==> config.mk <==
export PLATFORM = sky130hd
export DESIGN_NAME = irq_status_threshold_regs
export DESIGN_NICKNAME = d
export VERILOG_FILES = /design/src/inc/irq_status_threshold_pkg.sv /design/src/irq_sync2.sv /design/src/irq_status_threshold_regs.sv
export VERILOG_INCLUDE_DIRS = /design/src /design/src/inc
export SDC_FILE = /design/constraint.sdc
export NUM_CORES = 1
export LEC_CHECK = 0
export BUFFER_PORTS_ARGS = -buffer_cell sky130_fd_sc_hd__buf_2
export CAP_MARGIN = 20
export CORE_AREA = 2 2 194 196
export DETAILED_ROUTE_END_ITERATION = 16
export DIE_AREA = 0 0 196 198
export HOLD_SLACK_MARGIN = 0.12
export MAX_ROUTING_LAYER = met4
export PLACE_DENSITY_LB_ADDON = 0.08
export SLEW_MARGIN = 10
export SYNTH_ARGS = -nofsm -noshare
export SYNTH_HDL_FRONTEND = slang
export SYNTH_SLANG_ARGS = --single-unit
==> constraint.sdc <==
create_clock -name core_clk -period 8.3 [get_ports core_clk]
set_clock_uncertainty 0.2 [all_clocks]
set_input_delay 0.83 -clock core_clk [delete_from_list [all_inputs] [get_ports core_clk]]
set_output_delay 0.83 -clock core_clk [all_outputs]
set_load 0.05 [all_outputs]
==> src/inc/irq_status_threshold_consts.svh <==
// Constants for the interrupt status and threshold register block.
// Assumes a 32-bit APB register bus with one aligned word per register.
`ifndef IRQ_STATUS_THRESHOLD_CONSTS_SVH
`define IRQ_STATUS_THRESHOLD_CONSTS_SVH

// Register byte offsets
`define ENABLE_STATE_UPPER_OFS 8'h04
`define WAITING_STATE_LOWER_OFS 8'h20
`define WAITING_STATE_UPPER_OFS 8'h24
`define PRIORITY_CUTOFF_OFS 8'h40

// Reset values
`define ENABLE_STATE_UPPER_RST 32'h0000_0000
`define WAITING_STATE_LOWER_RST 32'h0000_0000
`define WAITING_STATE_UPPER_RST 32'h0000_0000
`define PRIORITY_CUTOFF_RST 8'h00

// Number of interrupt lines and lines that exist
`define IRQ_COUNT 39
`define IRQ_ID_W 6
`define IRQ_VALID_MASK 39'h7f_ffff_500c

// Field layout
`define UPPER_FIELD_W 7
`define UPPER_BASE 32
`define CUTOFF_FIELD_W 8
`define CUTOFF_WMASK 8'hc0
`define PRIO_W 8
`define APB_ADDR_W 8
`define APB_DATA_W 32
`define SYNC_STAGES 2

`endif

==> src/inc/irq_status_threshold_pkg.sv <==
// Types for the interrupt status and threshold register block.
// Assumes the constants header sits on the include path.
`include "irq_status_threshold_consts.svh"

package irq_status_threshold_pkg;

  // Bus handshake states, one-hot
  typedef enum logic [1:0] {
    BUS_IDLE = 2'b01,
    BUS_RESP = 2'b10
  } bus_state_t;

  // Request handed to the core for service
  typedef struct packed {
    logic valid;
    logic [`IRQ_ID_W-1:0] id;
  } dispatch_t;

  // Acknowledge from the core when it takes an interrupt
  typedef struct packed {
    logic valid;
    logic [`IRQ_ID_W-1:0] id;
  } service_ack_t;

endpackage : irq_status_threshold_pkg

==> src/irq_sync2.sv <==
// Two-stage synchroniser for a vector of independent levels.
// Assumes each bit is a level that stays put for several clocks.
`timescale 1ns/1ns
`include "irq_status_threshold_consts.svh"

module irq_sync2 #(
  parameter int WIDTH = `IRQ_COUNT
) (
  input wire logic core_clk,
  input wire logic rst_n,
  input wire logic [WIDTH-1:0] async_in,
  output logic [WIDTH-1:0] sync_out
);

  logic [WIDTH-1:0] meta_q; // First stage, read only by second stage
  logic [WIDTH-1:0] meta_d;
  logic [WIDTH-1:0] stable_q; // Second stage, safe to use
  logic [WIDTH-1:0] stable_d;

  ////////////////////////////////////////////////////////////////
  // Next values
  always_comb begin
    meta_d = async_in;
    stable_d = meta_q;
  end

  // Both stages clear under reset
  always_ff @(posedge core_clk or negedge rst_n) begin
    if (!rst_n) begin
      meta_q <= '0;
      stable_q <= '0;
    end else begin
      meta_q <= meta_d;
      stable_q <= stable_d;
    end
  end

  assign sync_out = stable_q;

endmodule : irq_sync2

==> src/irq_status_threshold_regs.sv <==
// Interrupt status and priority threshold block with an APB slave.
// Assumes enable state and priorities arrive from same-clock logic,
// interrupt sources arrive as asynchronous levels.
`timescale 1ns/1ns
`include "irq_status_threshold_consts.svh"

// Operation
// - Enable bits for interrupts 32-38 read back
// - Waiting bits 16-31 in lower register top half
// - Waiting bits 14, 12, 3, 2; rest reserved
// - Waiting bits 32-38 in upper register low bits
// - Priority below cutoff is never dispatched
// - Cutoff of zero disables priority masking; enable flags still gate
// - Only cutoff bits 7:6 stored; 5:0 zero
module irq_status_threshold_regs
  import irq_status_threshold_pkg::*;
#(
  parameter int NUM_IRQ = `IRQ_COUNT
) (
  input wire logic core_clk,
  input wire logic rst_n,
  // APB slave
  input wire logic psel,
  input wire logic penable,
  input wire logic pwrite,
  input wire logic [`APB_ADDR_W-1:0] paddr,
  input wire logic [`APB_DATA_W-1:0] pwdata,
  input wire logic [3:0] pstrb,
  output logic [`APB_DATA_W-1:0] prdata,
  output logic pready,
  output logic pslverr,
  // Interrupt side
  input wire logic [NUM_IRQ-1:0] irq_source,
  input wire logic [NUM_IRQ-1:0] irq_enabled_flag,
  input wire logic [NUM_IRQ-1:0][`PRIO_W-1:0] irq_priority,
  input wire service_ack_t service_ack,
  output dispatch_t dispatch,
  output logic [`CUTOFF_FIELD_W-1:0] priority_cutoff
);

  ////////////////////////////////////////////////////////////////
  // Declarations

  localparam logic [NUM_IRQ-1:0] VALID_MASK = NUM_IRQ'(`IRQ_VALID_MASK);

  logic [NUM_IRQ-1:0] src_sync; // Sources after two flops
  logic [NUM_IRQ-1:0] src_prev_q; // Last synchronised level
  logic [NUM_IRQ-1:0] src_prev_d;
  logic [NUM_IRQ-1:0] src_rise; // New request edges

  logic [NUM_IRQ-1:0] waiting_q; // Sticky waiting flags
  logic [NUM_IRQ-1:0] waiting_d;

  logic [`CUTOFF_FIELD_W-1:0] cutoff_q; // Only top two bits ever set
  logic [`CUTOFF_FIELD_W-1:0] cutoff_d;

  bus_state_t state_q; // Bus handshake state
  bus_state_t state_d;
  logic pready_q;
  logic pready_d;
  logic pslverr_q;
  logic pslverr_d;
  logic [`APB_DATA_W-1:0] prdata_q;
  logic [`APB_DATA_W-1:0] prdata_d;

  logic [NUM_IRQ-1:0] eligible; // Waiting, enabled and at or above cutoff
  dispatch_t dispatch_q; // Registered request to the core
  dispatch_t dispatch_d;

  logic [`APB_DATA_W-1:0] read_word; // Decoded read data
  logic addr_hit; // Address maps to a register
  logic wr_commit; // Write takes effect this edge

  ////////////////////////////////////////////////////////////////
  // Source synchronisation

  // Sources are outside the clock domain, so two flops first
  irq_sync2 #(
    .WIDTH(NUM_IRQ)
  ) u_src_sync (
    .core_clk(core_clk),
    .rst_n(rst_n),
    .async_in(irq_source),
    .sync_out(src_sync)
  );

  // Edge detect on the stable stage only
  always_comb begin
    src_prev_d = src_sync;
    src_rise = src_sync & ~src_prev_q;
  end

  always_ff @(posedge core_clk or negedge rst_n) begin
    if (!rst_n) begin
      src_prev_q <= '0;
    end else begin
      src_prev_q <= src_prev_d;
    end
  end

  ////////////////////////////////////////////////////////////////
  // Waiting flags

  // Set on a source edge, cleared when the core takes it; set wins
  always_comb begin
    waiting_d = waiting_q;
    if (service_ack.valid && (int'(service_ack.id) < NUM_IRQ)) begin
      waiting_d[service_ack.id] = 1'b0; // Core accepted this one
    end
    waiting_d = (waiting_d | src_rise) & VALID_MASK;
  end

  always_ff @(posedge core_clk or negedge rst_n) begin
    if (!rst_n) begin
      waiting_q <= '0;
    end else begin
      waiting_q <= waiting_d;
    end
  end

  ////////////////////////////////////////////////////////////////
  // Priority cutoff and dispatch

  // Eligibility per line against the cutoff
  always_comb begin
    eligible = '0;
    for (int i = 0; i < NUM_IRQ; i++) begin
      if (waiting_q[i] && irq_enabled_flag[i] && VALID_MASK[i]) begin
        if (cutoff_q == '0) begin
          eligible[i] = 1'b1;
        end else if (irq_priority[i] >= cutoff_q) begin
          eligible[i] = 1'b1;
        end
      end
    end
  end

  // Lowest number wins; line priorities only gate against the cutoff, never rank
  always_comb begin
    dispatch_d.valid = 1'b0;
    dispatch_d.id = '0;
    for (int i = NUM_IRQ - 1; i >= 0; i--) begin
      if (eligible[i]) begin
        dispatch_d.valid = 1'b1;
        dispatch_d.id = `IRQ_ID_W'(i);
      end
    end
  end

  always_ff @(posedge core_clk or negedge rst_n) begin
    if (!rst_n) begin
      dispatch_q <= '0;
    end else begin
      dispatch_q <= dispatch_d;
    end
  end

  // Cutoff register; low six bits cannot hold a one
  always_comb begin
    cutoff_d = cutoff_q;
    if (wr_commit && (paddr == `PRIORITY_CUTOFF_OFS) && pstrb[0]) begin
      cutoff_d = pwdata[`CUTOFF_FIELD_W-1:0] & `CUTOFF_WMASK;
    end
  end

  always_ff @(posedge core_clk or negedge rst_n) begin
    if (!rst_n) begin
      cutoff_q <= `PRIORITY_CUTOFF_RST;
    end else begin
      cutoff_q <= cutoff_d;
    end
  end

  ////////////////////////////////////////////////////////////////
  // Read decode

  // Reserved bits read zero in every word
  always_comb begin
    read_word = '0;
    addr_hit = 1'b1;
    if (paddr == `ENABLE_STATE_UPPER_OFS) begin
      read_word[`UPPER_FIELD_W-1:0] =
        irq_enabled_flag[`UPPER_BASE +: `UPPER_FIELD_W];
    end else if (paddr == `WAITING_STATE_LOWER_OFS) begin
      read_word = waiting_q[31:0];
    end else if (paddr == `WAITING_STATE_UPPER_OFS) begin
      read_word[`UPPER_FIELD_W-1:0] =
        waiting_q[`UPPER_BASE +: `UPPER_FIELD_W];
    end else if (paddr == `PRIORITY_CUTOFF_OFS) begin
      read_word[`CUTOFF_FIELD_W-1:0] = cutoff_q;
    end else begin
      addr_hit = 1'b0; // Unmapped: error answer
    end
  end

  ////////////////////////////////////////////////////////////////
  // APB handshake

  // Write lands only at the edge where pready is seen high
  assign wr_commit = psel && penable && pready_q && pwrite && addr_hit;

  // One wait state, then a registered answer
  always_comb begin
    state_d = state_q;
    pready_d = 1'b0;
    pslverr_d = 1'b0;
    prdata_d = prdata_q;
    case (state_q)
      BUS_IDLE: begin
        if (psel && penable) begin
          state_d = BUS_RESP;
          pready_d = 1'b1;
          pslverr_d = ~addr_hit;
          prdata_d = pwrite ? '0 : read_word;
        end
      end
      BUS_RESP: begin
        state_d = BUS_IDLE; // Answer given, wait for next access
        prdata_d = '0;
      end
      default: begin
        state_d = BUS_IDLE;
      end
    endcase
  end

  always_ff @(posedge core_clk or negedge rst_n) begin
    if (!rst_n) begin
      state_q <= BUS_IDLE;
      pready_q <= 1'b0;
      pslverr_q <= 1'b0;
      prdata_q <= '0;
    end else begin
      state_q <= state_d;
      pready_q <= pready_d;
      pslverr_q <= pslverr_d;
      prdata_q <= prdata_d;
    end
  end

  ////////////////////////////////////////////////////////////////
  // Outputs, all from flops

  assign prdata = prdata_q;
  assign pready = pready_q;
  assign pslverr = pslverr_q;
  assign dispatch = dispatch_q;
  assign priority_cutoff = cutoff_q;

endmodule : irq_status_threshold_regs

-- Word-level counts from Yosys, hierarchy flattened
Index checks and enable logic that the tools add are counted.
- register bits: 189
- latch bits: 0
- memory bits (writable): 0
- bits in read-only memories: 0
- input port bits: 446
- memories kept: 0
- $add $sub $neg: 0
- multiply operators: 0
- divide/modulo/power cells: 0
- magnitude comparators: 30
- eq/ne operators: 7
- shift operators: 0
- muxes and demuxes: 131
- bitwise logic cells: 6
- reduce and logical (&&, ||, !) cells: 38
- operator list (kind ; count):
    8-bit >= comparator ; 27
    7-bit 2-to-1 mux ; 29
    1-bit 2-to-1 mux ; 91
    39-bit bitwise AND ; 2
    39-bit inverter ; 2
    32-bit 2-to-1 mux ; 2
    32-bit case mux with 2 select lines ; 1
    39-bit 2-to-1 mux ; 1
    39-bit bitwise OR ; 1
    1-bit logical AND ; 35
    25-bit 2-to-1 mux ; 1
    24-bit 2-to-1 mux ; 1
    8-bit by 6-bit equality test with 1-bit output, second input constant ; 2
    8-bit 2-to-1 mux ; 2
    8-bit by 3-bit equality test with 1-bit output, second input constant ; 1
    8-bit by 7-bit equality test with 1-bit output, second input constant ; 1
    8-bit zero test ; 1
    6-bit by 7-bit < comparator with 1-bit output, second input constant ; 1
    1-bit demux with 6-bit select ; 1
    6-bit by 1-bit >= comparator with 1-bit output, second input constant ; 1
    6-bit < comparator, second input constant ; 1
    2-bit 2-to-1 mux ; 2
    2-bit by 1-bit equality test with 1-bit output, second input constant ; 1
    2-bit equality test, second input constant ; 1
    4 further kinds ; 4

-- Depth between registers and ports, before layout
- depth after elaboration: 31
- depth in mapped cells: 8

-- By module
Synthesis repeated with hierarchy kept, for this count alone.
- cells, all modules: 654
- area total of the unflattened synthesis: 7604.8 sq um
- modules (own cells, without submodules) (module ; instances ; cells an instance ; area each (sq um)):
    irq_status_threshold_regs ; 1 ; 576 ; 5652.9
    irq_sync2 ; 1 ; 78 ; 1951.9

-- Least setup slack after synthesis
OpenSTA, ideal clock, no wires.
- path kind: register to register
- start: register cutoff_q[7], in the netlist priority_cutoff[7]
- end: register dispatch_q, in the netlist dispatch[0]
- library setup time: 0.099 ns
- arrival: 2.958 ns
- required time: 8.001 ns
- path slack: 5.043 ns
- stages on the path, launching flop included: 9
- path buffers: 0
- clock period less this slack: 3.257 ns
- path through: dfrtp_1 > inv_1 > ha_1 > nor4bb_1 > a2111oi_1 > or2_2 > o21ai_0 > a311o_1 > a311oi_1
- RTL lines (element ; RTL line ; text):
    start: declaration ; irq_status_threshold_regs.sv:54 ; logic [`CUTOFF_FIELD_W-1:0] cutoff_q;
    start signal: assignment ; irq_status_threshold_regs.sv:168 ; cutoff_q <= `PRIORITY_CUTOFF_RST;
    start signal: assignment ; irq_status_threshold_regs.sv:170 ; cutoff_q <= cutoff_d;
    end signal: assignment ; irq_status_threshold_regs.sv:154 ; dispatch_q <= dispatch_d;
    end: declaration ; irq_status_threshold_regs.sv:67 ; dispatch_t dispatch_q;

==> flow_metrics.tcl <==
set metrics [dict create \
    outcome "finished clean" \
    placedCellCount 1438 \
    cts_htree_levels 4 \
    synthToLayoutAreaGrowth_pct 40.0 \
    async_flop_share_pct 100 \
    cts_root_buffer "sky130_fd_sc_hd__clkbuf_16" \
    yosysWarnings 0 \
    global_route.usage.total_pct 13.9 \
    finish.cell_count_without_fillers 1477 \
    holdCritStartpoint "u_src_sync.meta_q[37]" \
    relSlewSlack_pct 38.5 \
    gp_congestion 0.787 \
    rrSetupSlack_ns 4.79 \
    fmax_achieved_mhz 285 \
    rows 71 \
    wl_per_cell_um 17.9 \
    synthCells 637 \
    post_cts_resize_count 0 \
    r2r_start "priority_cutoff[7]" \
    violation_count_after_the_first_detailed_route_iteration 260 \
    max_cap_violations 0 \
    yosys.cell_types.count 61 \
    worstSetupEndpointType "flip-flop" \
    post-route-min-period_ns 3.51 \
    clkSinkCount 147 \
    path_cells "inv_1, buf_4, ha_1, nor4bb_1, a2111oi_1, o22ai_1, nor3_1, and3_1, and3b_1" \
    layout-drive-gt1-share_pct 38.5 \
    path_clk_slew_ns 0.06 \
    detail_route.drc_violations 0 \
    number_of_register_bits_inferred_by_synthesis 147 \
    netlist_area_um2 7040 \
    sum_of_negative_setup_slack_ns 0 \
    dieWidth_um 196 \
    io-pin-count 495 \
    timing.hold.worst_path_depth 0 \
    timing.reg2reg.worst_path_depth 9 \
    crit_path_kind "reg2reg" \
    synth_ff_type "sky130_fd_sc_hd__dfrtp_1" \
    floorplan.initialDensity_pct 19.0 \
    clockBufferDepth 2 \
    clk_latency_ns 0.42 \
    crit_required_ns 8.46 \
    layout.nets 1483 \
    global_route_wire_length_before_repair_um 38100 \
    finalSetupViolations 0 \
    worst_hold_end "u_src_sync.sync_out[37]" \
    dp_hpwl_um 22100 \
    placeableCoreArea_um2 37000 \
    hold_path_class "reg2reg" \
    crit_path_top_delay_cell "sky130_fd_sc_hd__a2111oi_1" \
    cts-hold-fix-buffers 0 \
    synth-edff-count 0 \
    critical_path.max_stage_delay_ns 0.73 \
    r2r_end "dispatch[5]" \
    grt_antenna_before_repair 7 \
    postRouteAntennaNets 0 \
    floorplan.die.height_um 198 \
    yosysSeqAreaShare_pct 52.3 \
    tritoncts "done" \
    setup.worst_path.start "priority_cutoff[7]" \
    cp_data_arrival_time_ns 3.68 \
    dr_total_vias 6077 \
    power.leakage_nw 4.87 \
    detail_route.first_pass.iterations 4 \
    finalHoldViolations 0 \
    placement.io_buffers 329 \
    grt_pass1_vias 6237 \
    synthesis.area_per_instance_um2 11.0 \
    power_per_cell_area_nw_per_um2 176 \
    post_cts_buffers 0 \
    peakVddDrop_uv 101 \
    totalWireLength_um 26500 \
    grt_max_degree 87 \
    post_drt_via_cell_ratio 4.11 \
    critical_path.startpoint_type "flip-flop" \
    grt_overflow 0 \
    design.die.area_um2 38800 \
    rsz0062_at_grt "false" \
    timing.critical_path.fanout_max 26 \
    worstMarginPinSlew_ns 0.899 \
    cts_made_buffers 17 \
    drv_slew 0 \
    layout_worst_path_cycle_share_pct 42.3 \
]
cell usage after synthesis (5+ instances only):
cell type                     n  area, um2
sky130_fd_sc_hd__dfrtp_1    146       3650
sky130_fd_sc_hd__inv_1       64        240
sky130_fd_sc_hd__o21ai_0     59        295
sky130_fd_sc_hd__ha_1        54        676
sky130_fd_sc_hd__nand2_1     38        143
sky130_fd_sc_hd__nor2b_1     30        188
sky130_fd_sc_hd__nor2_1      29        109
sky130_fd_sc_hd__nor4_1      26        163
sky130_fd_sc_hd__nor4bb_1    22        220
sky130_fd_sc_hd__a22o_1      14        123
sky130_fd_sc_hd__buf_4       12       90.1
sky130_fd_sc_hd__a2111oi_0    9       78.8
sky130_fd_sc_hd__nor3_1       9       45.0
sky130_fd_sc_hd__a21oi_1      8       40.0
sky130_fd_sc_hd__and2_1       8       50.1
sky130_fd_sc_hd__nand3_1      7       35.0
sky130_fd_sc_hd__a2111o_1     6       67.6
sky130_fd_sc_hd__a2111oi_1    6       60.1
sky130_fd_sc_hd__a22oi_1      6       45.0
sky130_fd_sc_hd__a211oi_1     5       37.5
sky130_fd_sc_hd__or2_2        5       31.3
cell families after synthesis:
group,count (synthesis),share of synthesized area (%)
adder cells (fa/ha/maj),54,9.60
multiplexers,4,0.640
flip-flops,147,52.3
XOR/XNOR,1,0.124
AND/OR/NAND/NOR,196,16.5
AO/OA/AOI/OAI,151,15.4
buffers and inverters,83,5.33
other,1,0.0533
how the worst max path moves through the flow:
stage / cells past startpoint / to / slack [ns]
2_1_floorplan: 8 / dispatch[0] / 5.04
3_3_place_gp: 8 / dispatch[5] / 4.74
3_5_place_dp: 9 / dispatch[5] / 4.74
4_1_cts: 9 / dispatch[5] / 4.72
5_1_grt: 9 / dispatch[5] / 4.61
6_report: 9 / dispatch[5] / 4.79
critical path, delay by kind of cell, from the launching register on:
family | cells | cell delay [ns]
compound gates | 2 | 0.97
simple gates | 4 | 1.05
buf+inv | 2 | 0.44
flops | 1 | 0.44
fa+ha+maj | 1 | 0.31
flip-flops by register name, summed over array words and instances (netlist names), 2 cells and up:
name,count
src_prev_q,27
u_src_sync.meta_q,27
u_src_sync.sync_out,27
waiting_q,27
prdata,26
dispatch,7
priority_cutoff,2
state_q,2
per-stage QoR:
step | hold slack, ns | area, um2 | power [mW] | setup WS, ns | util [%]
floorplan | 0.131 | 7080 | 0.845 | 5.04 | -
global placement | 0.135 | 9240 | 0.959 | 4.74 | 25.0
detailed placement | 0.135 | 9240 | 0.961 | 4.74 | 25.0
CTS | 0.145 | 9840 | 1.77 | 4.72 | 26.6
global route | 0.153 | 9850 | 1.82 | 4.61 | 26.7
finish | 0.144 | 9850 | 1.74 | 4.79 | 26.7
where the power goes:
group	switching, mW	total, mW	internal (mW)
clock network	0.311	0.793	0.482
logic	0.106	0.189	0.0824
registers	0.0114	0.754	0.743
total	0.429	1.74	1.31
area by class of cell:
| cell class | instances | area [um2] |
|---|---|---|
| clock inverter | 12 | 155 |
| sequential | 147 | 3680 |
| clock buffer | 20 | 447 |
| tap | 474 | 593 |
| inverter | 64 | 240 |
| timing repair buffer | 335 | 1700 |
| multi-input combinational | 418 | 3020 |
| fill | 3973 | 27100 |
| antenna | 7 | 17.5 |
cell usage in the layout, fill, tap and decap left out, drive strengths merged, types with 8 or more instances in the layout:
cell type	n
buf	335
dfrtp	146
inv	66
o21ai	60
ha	54
nand2	38
nor2b	30
nor2	30
nor4	27
nor4bb	22
clkbuf	20
a2111oi	17
a22o	14
conb	12
nor3	9
and2	8
a21oi	8
per-layer routing:
layer	wire, um	track usage (%)	vias to the layer above
met3	1850	4.07	27
li1	-	-	3025
met1	10900	15.4	2807
met5	0	-	-
met2	13300	24.0	218
met4	454	4.46	0
Power figures use the tool's default switching activity.
